--- config.mk ---
export PLATFORM = sky130hd
export DESIGN_NAME = cvf_counters
export DESIGN_NICKNAME = d
export VERILOG_FILES = /design/src/cvf_pkg.sv /design/src/cvf_port_stats.sv /design/src/cvf_counters.sv
export SDC_FILE = /design/constraint.sdc
export NUM_CORES = 1
export LEC_CHECK = 0
export BUFFER_PORTS_ARGS = -buffer_cell sky130_fd_sc_hd__buf_2
export CORE_MARGIN = 5
export CORE_UTILIZATION = 45
export DETAILED_ROUTE_END_ITERATION = 12
export PLACE_DENSITY = 0.67
export SKIP_CTS_REPAIR_TIMING = 1
export SLEW_MARGIN = 20
export SYNTH_ARGS = -nofsm -noshare
export SYNTH_HDL_FRONTEND = slang
export SYNTH_HIERARCHICAL = 1
export SYNTH_SLANG_ARGS = --single-unit
--- constraint.sdc ---
create_clock -name sys_clk -period 3.5 [get_ports sys_clk]
set_input_delay 0.525 -clock sys_clk [delete_from_list [all_inputs] [get_ports sys_clk]]
set_output_delay 0.525 -clock sys_clk [all_outputs]
set_load 0.02 [all_outputs]
--- src/cvf_pkg.sv ---
// How it works
// host port valid count, high/low bytes
// lower chain valid count, high/low bytes
// upper chain valid response count, high byte
// counters saturate at all ones
// snapshot read latches port counters, clears live
// byte registers read-only, reset zero
// upper chain low byte follows high byte
// discard counter in snapshot register triggers latch
// count only frames passing all checks
package cvf_pkg;
	localparam logic [11:0] HOST_SNAP_IDX = 12'h26A;
	localparam logic [11:0] HOST_VALID_HIGH_IDX = 12'h26B;
	localparam logic [11:0] HOST_VALID_LOW_IDX = 12'h26C;
	localparam logic [11:0] LOWER_VALID_HIGH_IDX = 12'h26D;
	localparam logic [11:0] LOWER_VALID_LOW_IDX = 12'h26E;
	localparam logic [11:0] UPPER_VALID_HIGH_IDX = 12'h26F;
	localparam logic [11:0] UPPER_VALID_LOW_IDX = 12'h270;
	localparam logic [11:0] LOWER_SNAP_IDX = 12'h268;
	localparam logic [11:0] UPPER_SNAP_IDX = 12'h269;
	localparam int VALID_WIDTH = 16;
	localparam int DISCARD_WIDTH = 8;
	localparam logic [7:0] BYTE_RESET = 8'h00;
	localparam logic [31:0] READ_ZERO = 32'h0000_0000;
endpackage : cvf_pkg

--- src/cvf_port_stats.sv ---
module cvf_port_stats
	import cvf_pkg::*;
#(
	parameter int VW = VALID_WIDTH,
	parameter int DW = DISCARD_WIDTH
) (
	input wire logic sys_clk, // clock
	input wire logic rst, // async reset
	input wire logic frameValid, // frame passed all checks
	input wire logic frameDiscard, // frame discarded
	input wire logic snapshot, // latch and clear
	output logic [VW-1:0] validSnap, // latched valid count
	output logic [DW-1:0] discardSnap // latched discard count
);
	typedef struct packed {
		logic [VW-1:0] validLive;
		logic [DW-1:0] discardLive;
		logic [VW-1:0] validSnap;
		logic [DW-1:0] discardSnap;
	} cvf_stat_t;
	cvf_stat_t st_reg;
	cvf_stat_t st_next;

	always_comb begin
		st_next = st_reg;
		if (frameValid && !(&st_reg.validLive)) begin
			st_next.validLive = st_reg.validLive + 1'b1;
		end
		if (frameDiscard && !(&st_reg.discardLive)) begin
			st_next.discardLive = st_reg.discardLive + 1'b1;
		end
		if (snapshot) begin
			st_next.validSnap = st_reg.validLive;
			st_next.discardSnap = st_reg.discardLive;
			// a frame in the snapshot cycle opens the next period
			st_next.validLive = {{(VW-1){1'b0}}, frameValid};
			st_next.discardLive = {{(DW-1){1'b0}}, frameDiscard};
		end
	end

	always_ff @(posedge sys_clk or posedge rst) begin
		if (rst) begin
			st_reg <= '0;
		end else begin
			st_reg <= st_next;
		end
	end

	assign validSnap = st_reg.validSnap;
	assign discardSnap = st_reg.discardSnap;

	saturate_hold_a: assert property (@(posedge sys_clk) disable iff (rst)
		(&st_reg.validLive) && !snapshot |=> (&st_reg.validLive))
		else $error("valid counter left saturation");
	count_step_a: assert property (@(posedge sys_clk) disable iff (rst)
		frameValid && !snapshot && !(&st_reg.validLive)
		|=> st_reg.validLive == $past(st_reg.validLive) + 1'b1)
		else $error("valid counter did not step by one");
	snap_latch_a: assert property (@(posedge sys_clk) disable iff (rst)
		snapshot
		|=> st_reg.validSnap == $past(st_reg.validLive) && st_reg.validLive == {{(VW-1){1'b0}}, $past(frameValid)})
		else $error("snapshot did not latch and clear");
	no_count_a: assert property (@(posedge sys_clk) disable iff (rst)
		!frameValid && !snapshot |=> st_reg.validLive == $past(st_reg.validLive))
		else $error("valid counter moved without a frame");
endmodule : cvf_port_stats

--- src/cvf_counters.sv ---
// Local design decision: the APB interface to the registers.
module cvf_counters
	import cvf_pkg::*;
(
	input wire logic sys_clk, // clock
	input wire logic rst, // async reset
	input wire logic psel, // apb select
	input wire logic penable, // apb enable
	input wire logic pwrite, // apb direction
	input wire logic [15:0] paddr, // apb byte address
	input wire logic [31:0] pwdata, // apb write data, ignored
	output logic [31:0] prdata, // apb read data
	output logic pready, // apb ready
	output logic pslverr, // apb error
	input wire logic [2:0] frameValid, // valid frame pulse: 0 host, 1 lower, 2 upper
	input wire logic [2:0] frameDiscard // discarded frame pulse, same order
);
	typedef struct packed {
		logic [31:0] rdata;
		logic ready;
		logic err;
	} cvf_bus_t;
	cvf_bus_t bus_reg;
	cvf_bus_t bus_next;
	logic [VALID_WIDTH-1:0] validSnap [3];
	logic [DISCARD_WIDTH-1:0] discardSnap [3];
	logic [2:0] snapshot;
	logic setup;
	logic [11:0] idx;
	logic aligned;
	logic accessRd;
	logic accessWr;

	assign setup = psel && !penable;
	assign idx = paddr[13:2];
	assign aligned = (paddr[1:0] == 2'b00) && (paddr[15:14] == 2'b00);
	assign accessRd = psel && penable && !pready && !pwrite;
	assign accessWr = psel && penable && !pready && pwrite;
	// snapshot fires on the read's setup cycle so the access phase sees fresh data
	assign snapshot[0] = setup && !pwrite && aligned && idx == HOST_SNAP_IDX;
	assign snapshot[1] = setup && !pwrite && aligned && idx == LOWER_SNAP_IDX;
	assign snapshot[2] = setup && !pwrite && aligned && idx == UPPER_SNAP_IDX;

	cvf_port_stats #(
		.VW(VALID_WIDTH),
		.DW(DISCARD_WIDTH)
	) uHostStats (
		.sys_clk(sys_clk),
		.rst(rst),
		.frameValid(frameValid[0]),
		.frameDiscard(frameDiscard[0]),
		.snapshot(snapshot[0]),
		.validSnap(validSnap[0]),
		.discardSnap(discardSnap[0])
	);

	cvf_port_stats #(
		.VW(VALID_WIDTH),
		.DW(DISCARD_WIDTH)
	) uLowerStats (
		.sys_clk(sys_clk),
		.rst(rst),
		.frameValid(frameValid[1]),
		.frameDiscard(frameDiscard[1]),
		.snapshot(snapshot[1]),
		.validSnap(validSnap[1]),
		.discardSnap(discardSnap[1])
	);

	cvf_port_stats #(
		.VW(VALID_WIDTH),
		.DW(DISCARD_WIDTH)
	) uUpperStats (
		.sys_clk(sys_clk),
		.rst(rst),
		.frameValid(frameValid[2]),
		.frameDiscard(frameDiscard[2]),
		.snapshot(snapshot[2]),
		.validSnap(validSnap[2]),
		.discardSnap(discardSnap[2])
	);

	always_comb begin
		bus_next = bus_reg;
		bus_next.ready = 1'b0;
		bus_next.err = 1'b0;
		if (psel && penable && !bus_reg.ready) begin
			bus_next.ready = 1'b1;
			bus_next.rdata = READ_ZERO;
			if (pwrite || !aligned) begin
				bus_next.err = 1'b1;
			end else begin
				case (idx)
					HOST_SNAP_IDX: bus_next.rdata = {24'h000000, discardSnap[0]};
					LOWER_SNAP_IDX: bus_next.rdata = {24'h000000, discardSnap[1]};
					UPPER_SNAP_IDX: bus_next.rdata = {24'h000000, discardSnap[2]};
					HOST_VALID_HIGH_IDX: bus_next.rdata = {24'h000000, validSnap[0][15:8]};
					HOST_VALID_LOW_IDX: bus_next.rdata = {24'h000000, validSnap[0][7:0]};
					LOWER_VALID_HIGH_IDX: bus_next.rdata = {24'h000000, validSnap[1][15:8]};
					LOWER_VALID_LOW_IDX: bus_next.rdata = {24'h000000, validSnap[1][7:0]};
					UPPER_VALID_HIGH_IDX: bus_next.rdata = {24'h000000, validSnap[2][15:8]};
					UPPER_VALID_LOW_IDX: bus_next.rdata = {24'h000000, validSnap[2][7:0]};
					default: bus_next.err = 1'b1;
				endcase
			end
		end
	end

	always_ff @(posedge sys_clk or posedge rst) begin
		if (rst) begin
			bus_reg <= '0;
		end else begin
			bus_reg <= bus_next;
		end
	end

	assign prdata = bus_reg.rdata;
	assign pready = bus_reg.ready;
	assign pslverr = bus_reg.err;

	// bus answer and refusals
	ready_one_a: assert property (@(posedge sys_clk) disable iff (rst)
		psel && penable && !pready
		|=> pready)
		else $error("access phase not answered next cycle");
	write_err_a: assert property (@(posedge sys_clk) disable iff (rst)
		accessWr
		|=> pslverr)
		else $error("write to read-only bank not refused");
	write_zero_a: assert property (@(posedge sys_clk) disable iff (rst)
		accessWr
		|=> prdata == READ_ZERO)
		else $error("refused write returned data");
	write_keep_a: assert property (@(posedge sys_clk) disable iff (rst)
		psel && pwrite
		|=> validSnap[0] == $past(validSnap[0]) && validSnap[1] == $past(validSnap[1])
			&& validSnap[2] == $past(validSnap[2]))
		else $error("write changed a counter register");
	read_ok_a: assert property (@(posedge sys_clk) disable iff (rst)
		accessRd && aligned && idx >= LOWER_SNAP_IDX && idx <= UPPER_VALID_LOW_IDX
		|=> !pslverr)
		else $error("mapped read refused");
	unmapped_a: assert property (@(posedge sys_clk) disable iff (rst)
		accessRd && aligned && idx > UPPER_VALID_LOW_IDX
		|=> pslverr && prdata == READ_ZERO)
		else $error("unmapped read not refused");
	pulse_one_a: assert property (@(posedge sys_clk) disable iff (rst)
		pready |=> !pready)
		else $error("ready held past one cycle");
	err_ready_a: assert property (@(posedge sys_clk) disable iff (rst)
		pslverr |-> pready)
		else $error("error shown without ready");
	byte_wide_a: assert property (@(posedge sys_clk) disable iff (rst)
		pready |-> prdata[31:8] == 24'h000000)
		else $error("read data wider than a byte");
	data_hold_a: assert property (@(posedge sys_clk) disable iff (rst)
		!(psel && penable && !pready)
		|=> prdata == $past(prdata))
		else $error("read data changed outside an answer");
	idle_quiet_a: assert property (@(posedge sys_clk) disable iff (rst)
		!psel |=> !pready)
		else $error("ready without a transfer");

	// byte views of the latched valid counts
	host_high_a: assert property (@(posedge sys_clk) disable iff (rst)
		accessRd && paddr == {2'b00, HOST_VALID_HIGH_IDX, 2'b00}
		|=> prdata == {24'h000000, $past(validSnap[0][15:8])})
		else $error("host high byte read wrong");
	host_low_a: assert property (@(posedge sys_clk) disable iff (rst)
		accessRd && paddr == {2'b00, HOST_VALID_LOW_IDX, 2'b00}
		|=> prdata == {24'h000000, $past(validSnap[0][7:0])})
		else $error("host low byte read wrong");
	lower_high_a: assert property (@(posedge sys_clk) disable iff (rst)
		accessRd && paddr == {2'b00, LOWER_VALID_HIGH_IDX, 2'b00}
		|=> prdata == {24'h000000, $past(validSnap[1][15:8])})
		else $error("lower high byte read wrong");
	lower_low_a: assert property (@(posedge sys_clk) disable iff (rst)
		accessRd && paddr == {2'b00, LOWER_VALID_LOW_IDX, 2'b00}
		|=> prdata == {24'h000000, $past(validSnap[1][7:0])})
		else $error("lower low byte read wrong");
	upper_high_a: assert property (@(posedge sys_clk) disable iff (rst)
		accessRd && paddr == {2'b00, UPPER_VALID_HIGH_IDX, 2'b00}
		|=> prdata == {24'h000000, $past(validSnap[2][15:8])})
		else $error("upper high byte read wrong");
	upper_low_a: assert property (@(posedge sys_clk) disable iff (rst)
		accessRd && paddr == {2'b00, UPPER_VALID_LOW_IDX, 2'b00}
		|=> prdata == {24'h000000, $past(validSnap[2][7:0])})
		else $error("upper low byte read wrong");

	// discard counts shown by the snapshot registers
	host_snap_a: assert property (@(posedge sys_clk) disable iff (rst)
		accessRd && paddr == {2'b00, HOST_SNAP_IDX, 2'b00}
		|=> prdata == {24'h000000, $past(discardSnap[0])})
		else $error("host discard count read wrong");
	lower_snap_a: assert property (@(posedge sys_clk) disable iff (rst)
		accessRd && paddr == {2'b00, LOWER_SNAP_IDX, 2'b00}
		|=> prdata == {24'h000000, $past(discardSnap[1])})
		else $error("lower discard count read wrong");
	upper_snap_a: assert property (@(posedge sys_clk) disable iff (rst)
		accessRd && paddr == {2'b00, UPPER_SNAP_IDX, 2'b00}
		|=> prdata == {24'h000000, $past(discardSnap[2])})
		else $error("upper discard count read wrong");

	// a snapshot read touches its own port only
	host_only_a: assert property (@(posedge sys_clk) disable iff (rst)
		setup && !pwrite && paddr == {2'b00, HOST_SNAP_IDX, 2'b00}
		|=> validSnap[1] == $past(validSnap[1]) && validSnap[2] == $past(validSnap[2]))
		else $error("host snapshot disturbed another port");
	lower_only_a: assert property (@(posedge sys_clk) disable iff (rst)
		setup && !pwrite && paddr == {2'b00, LOWER_SNAP_IDX, 2'b00}
		|=> validSnap[0] == $past(validSnap[0]) && validSnap[2] == $past(validSnap[2]))
		else $error("lower snapshot disturbed another port");
	upper_only_a: assert property (@(posedge sys_clk) disable iff (rst)
		setup && !pwrite && paddr == {2'b00, UPPER_SNAP_IDX, 2'b00}
		|=> validSnap[0] == $past(validSnap[0]) && validSnap[1] == $past(validSnap[1]))
		else $error("upper snapshot disturbed another port");
	host_hold_a: assert property (@(posedge sys_clk) disable iff (rst)
		!snapshot[0]
		|=> validSnap[0] == $past(validSnap[0]) && discardSnap[0] == $past(discardSnap[0]))
		else $error("host latched counts moved without a snapshot");
	lower_hold_a: assert property (@(posedge sys_clk) disable iff (rst)
		!snapshot[1]
		|=> validSnap[1] == $past(validSnap[1]) && discardSnap[1] == $past(discardSnap[1]))
		else $error("lower latched counts moved without a snapshot");
	upper_hold_a: assert property (@(posedge sys_clk) disable iff (rst)
		!snapshot[2]
		|=> validSnap[2] == $past(validSnap[2]) && discardSnap[2] == $past(discardSnap[2]))
		else $error("upper latched counts moved without a snapshot");
endmodule : cvf_counters

---- Word level (Yosys, flattened, before mapping) ----
Cells that the tools add are included.
storage, ports and cells
  flip-flop bits (word level) ............. 154
  input port bits ......................... 59
  output and inout port bits .............. 34
  logic and storage cells ................. 85
operators by class
  $add $sub $neg .......................... 6
  equality and inequality tests ........... 9
  multiplexer cells ....................... 14
  reductions and logical operators ........ 41
operator list
  operator                                          count
  2-to-1 mux 48 bit                                 3
  == test 12 x 10 -> 1 bit (second input constant)  9
  one-hot mux 8 bit (9 select lines)                1
  adder 16 x 1 -> 16 bit (second input constant)    3
  2-to-1 mux 16 bit                                 3
  AND reduction 16 bit                              3
  2-to-1 mux 8 bit                                  4
  adder 8 x 1 -> 8 bit (second input constant)      3
  AND reduction 8 bit                               3
  logical AND 1 bit                                 15
  nonzero test 2 bit                                6
  logical NOT 1 bit                                 10
  OR reduction 9 bit                                1
  logical NOT 2 bit                                 2
  2-to-1 mux 1 bit                                  2
  2-to-1 mux 2 bit                                  1
  logical OR 1 bit                                  1

---- Longest topological paths before layout ----
  depth after elaboration ................. 6
  depth in mapped cells ................... 9
  mapped depth without buffers ............ 6

---- Cells and area by module ----
Netlist, hierarchy kept.
modules (own cells, without submodules)
  module          instances  cells an instance  area an instance (um^2)  seq. area each (um^2)
  cvf_port_stats  3          209                2,408.6                  1,201.2
  cvf_counters    1          170                1,351.3                  250.2

---- Least setup slack after synthesis ----
OpenSTA, ideal clock, no wires.
  path kind ............................... input to register
  start point ............................. input port paddr[5]
  end point ............................... register uUpperStats.st_reg (netlist bit uUpperStats/discardSnap[3])
  setup time .............................. 0.125 ns
  arrival time ............................ 2.420 ns
  required time ........................... 3.375 ns
  slack ................................... 0.956 ns
  cell stages on the path ................. 8
  path buffers ............................ 3
  cells stage by stage .................... nor2b_1 > nor4b_1 > clkbuf_1 > nand3_1 > nor2_1 > clkbuf_1 > clkbuf_1 > mux2_2
between the ends
  cells in the longest elaborated chain, start to end .. 2
ends and longest elaborated chain
  element                   RTL line              source
  from (decl)               cvf_counters.sv:10    input wire logic [15:0] paddr,
  == test 12 x 10 -> 1 bit  cvf_counters.sv:42    assign snapshot[2] = setup && !pwrite && aligned && idx == UPPER_SNAP_IDX;
  logical AND 1 bit         cvf_counters.sv:42
  via snapshot[2]           cvf_counters.sv:27    logic [2:0] snapshot;
  to (signal assigned)      cvf_port_stats.sv:45  st_reg <= st_next;
  to (decl)                 cvf_port_stats.sv:21  cvf_stat_t st_reg;
The timed path passes the listed nets, and every way through them passes these cells.
A chain may end at the register's enable or synchronous reset.

---- Final worst setup path ----
  start point ............................. input port paddr[5]
  end point ............................... register uUpperStats.st_reg (netlist bit uUpperStats/validSnap[15])
Same word-level chain as after synthesis.

==> results.yml <==
routing:
  drc_errors: 0
  drt-pass1-iter-count: 5
  routedWlPerCell_um: 18.0
  drt_wl_total_um: 18100
  antenna_violating_nets_post_route: 0
  vias_per_cell: 5.82
  route.vias.total: 5850
  detail_route.iter0.violations: 406
floorplan:
  dieHeight_um: 148
  rows: 50
  initial_utilization_pct: 45.9
  design.core.area_mm2: 0.0187
  fp.dieW_um: 148
  num_io_pins: 93
  die-area_mm2: 0.0219
finish:
  design.final.nets: 823
  drive_gt1_share_pct: 25.9
  finish.utilization_pct: 48.7
  antenna-diode-count: 0
  flow.area_growth_from_synthesis_pct: 6.11
sta:
  max_freq_mhz: 443
  finalCriticalPeriod_ps: 2260
  remaining_max_slew_budget_at_the_tightest_pin_pct: 44.3
  setup_viol: 0
  skew_ps: 7.65
  min_hold_slack_ps: 164
  tightestPinTransition_ps: 835
  rsz0062_at_grt: "false"
  final_hold_viol_count: 0
  post-route-period-util_pct: 64.5
  finalSetupTns_ps: 0
  timing.final.max_slew_violations: 0
global_routing:
  grt_antenna_before_repair: 1
  first_global_vias: 5623
  overall_fraction_of_global_route_tracks_in_use_pct: 17.0
  global_route.overflow_total: 0
  grt_first_pass_wirelength_um: 30000
  grt_max_degree: 52
setup_path:
  regToRegStartpoint: "uLowerStats/st_reg[32]"
  worstSetupEndpointType: "flip-flop"
  buffer_and_inverter_count_on_the_worst_path: 3
  r2r_cells: 5
  regToRegSetupSlack_ps: 1310
  cells_traversed_along_the_worst_timing_path: "buf_2 -> nor2b_1 -> nor4b_2 -> buf_4 -> nand3_1 -> nor2_4 -> buf_12 -> mux2_2"
  worstPathRequired_ps: 3800
  cp_num_cells: 8
  critical_path.startpoint: "paddr[5]"
  worstPathArrival_ps: 2560
  crit_path_end: "uUpperStats/validSnap[15]"
  rr_endpoint: "uLowerStats/st_reg[45]"
  critPathMaxStageDelay_ps: 370
  timing.critical_path.max_delay_family: "simple AND/OR/NAND/NOR gates"
  startpoint_type: "primary input"
  criticalPathCategory: "in -> reg"
  crit_path_top_delay_cell: "mux2_2"
  critical_path.max_fanout: 51
placement:
  portBuffers: 36
  hpwl_um: 12400
  rd_place_congestion: 0.839
yosys:
  count_of_flip_flops_with_a_built_in_enable_after_synthesis: 0
  ys_seq_elements: 154
  synth_seq_area_share_pct: 44.9
  post_synth_num_cell_types: 65
  postSynth.topFlopCell: "dfrtp_1"
  count_of_mapped_cells_out_of_synthesis: 797
  synthesis.area_mm2: 0.00858
  yosysWarningCount: 6
  asyncSetResetFlopFracSynth_pct: 100
  post_synth.cell_area_avg_um2: 10.8
cts:
  cts_inserted_buffers: 17
  clock_path_buffers: 2
  clk-insertion-delay-late_ps: 420
  numClockSinks: 154
  cts.clk_slew.worst_paths_ps: 60
  cts_max_level: 4
  cts_tree: "yes"
  clk_tree_root_cell: "clkbuf_16"
hold_path:
  worst_hold_path_type: "in -> async"
pwr:
  power.density_cell_area_mw_per_mm2: 542
  p_seq_share_pct: 46.5
  internal-power_w: 0.00357
  ir_worst_vdd_v: 0.000335
  power.combinational.fraction_pct: 11.0
  clock_power_share_pct: 42.5
  switching_power_w: 0.00136
  static-leakage-power_nw: 4.16
  switching_fraction_pct: 27.6
run:
  max_cap_violations: 0
run_status:
  status: "finished clean"
-- cells by family after synthesis --
family	count (synthesis)	share of synthesized area (%)
mux	106	13.5
flops	154	44.9
fa+ha+maj	6	0.875
buf+inv	138	10.3
xor+xnor	9	0.919
other cells	1	0.0437
simple gates	246	17.9
compound gates	137	11.5
-- worst min path at each step --
stage / end / start / cells past startpoint
6_report: prdata[2] / rst / 2
5_1_grt: prdata[5] / rst / 2
4_1_cts: prdata[2] / rst / 2
3_5_place_dp: prdata[7] / prdata[7] / 2
3_3_place_gp: prdata[7] / prdata[7] / 2
2_1_floorplan: prdata[0] / rst / 1
-- cell type report --
class                           count  area, um^2
Fill cell                        1635        9600
Multi-Input combinational cell    528        3960
Sequential cell                   154        3850
Clock buffer                       20         457
Tap cell                          234         293
Timing Repair Buffer               42         263
Clock inverter                     12         218
Inverter                           15        60.1
-- through the flow --
stage	power, W	setup slack (ps)	std cells	instance area, um^2
2_1_floorplan	0.00268	956	820	8660
3_3_place_gp	0.00283	884	973	8420
3_5_place_dp	0.00286	851	973	8420
4_1_cts	0.00498	1270	1005	9100
5_1_grt	0.00517	1120	1005	9100
6_report	0.00494	1240	1005	9100
-- worst reg2reg max path, cell delays in order, from the launching register on --
cell	delay, ps
dfrtp_1	490
ha_1	310
nand4_4	200
nor4_4	610
nor4_2	130
mux2_1	330
-- cells in the mapped netlist, types with 12 or more instances --
| master | count | area share [%] |
|---|---|---|
| and3_1 | 15 | 1.1 |
| nor2_1 | 44 | 1.9 |
| clkbuf_1 | 22 | 0.96 |
| nand2_1 | 46 | 2.0 |
| o211ai_1 | 13 | 1.1 |
| dfrtp_1 | 154 | 45 |
| nand4_1 | 18 | 1.3 |
| o21ai_0 | 22 | 1.3 |
| a22oi_1 | 12 | 1.1 |
| buf_4 | 96 | 8.4 |
| o31ai_1 | 16 | 1.4 |
| mux2_2 | 77 | 10 |
| inv_1 | 15 | 0.66 |
| or3_1 | 15 | 1.1 |
| mux2i_1 | 26 | 3.0 |
| a21oi_1 | 35 | 2.0 |
| nand3_1 | 20 | 1.2 |
-- routing by layer --
layer	up-vias	wire (um)	share of wire, %	GRT usage (%)
met5	-	13	0.072	0
met4	2	248	1.4	4.39
met3	17	923	5.1	4.63
met2	136	8420	47	25.5
met1	2943	8490	47	24.5
li1	2752	-	-	-
-- power by group through the flow --
stage	registers [W]	clock network, W	logic [W]
after floorplan	0.00223	0	0.000451
after global placement	0.00231	0	0.000519
after detailed placement	0.00232	0	0.000543
after CTS	0.00229	0.00214	0.000548
after global routing	0.00233	0.00222	0.000626
final	0.00229	0.00210	0.000543
-- layout by cell type, fill, tap and decap left out, drive strengths merged, types with 4 or more instances in the layout --
master	instances
mux2i	26
mux2	80
nor2b	9
nor4	9
nand4	24
and3	15
bufinv	6
or4	13
a32oi	4
nor3	10
buf	42
a41oi	8
nand2b	4
o211ai	13
xor2	9
inv	13
a21oi	35
or3	18
nor2	44
clkinv	8
nand2	47
o31ai	16
o21ai	23
nand3	23
and4	6
a211oi	5
dfrtp	154
conb	24
nand3b	10
clkbuf	20
ha	6
a22oi	12
Note: power is estimated with default switching activity, not from simulation.
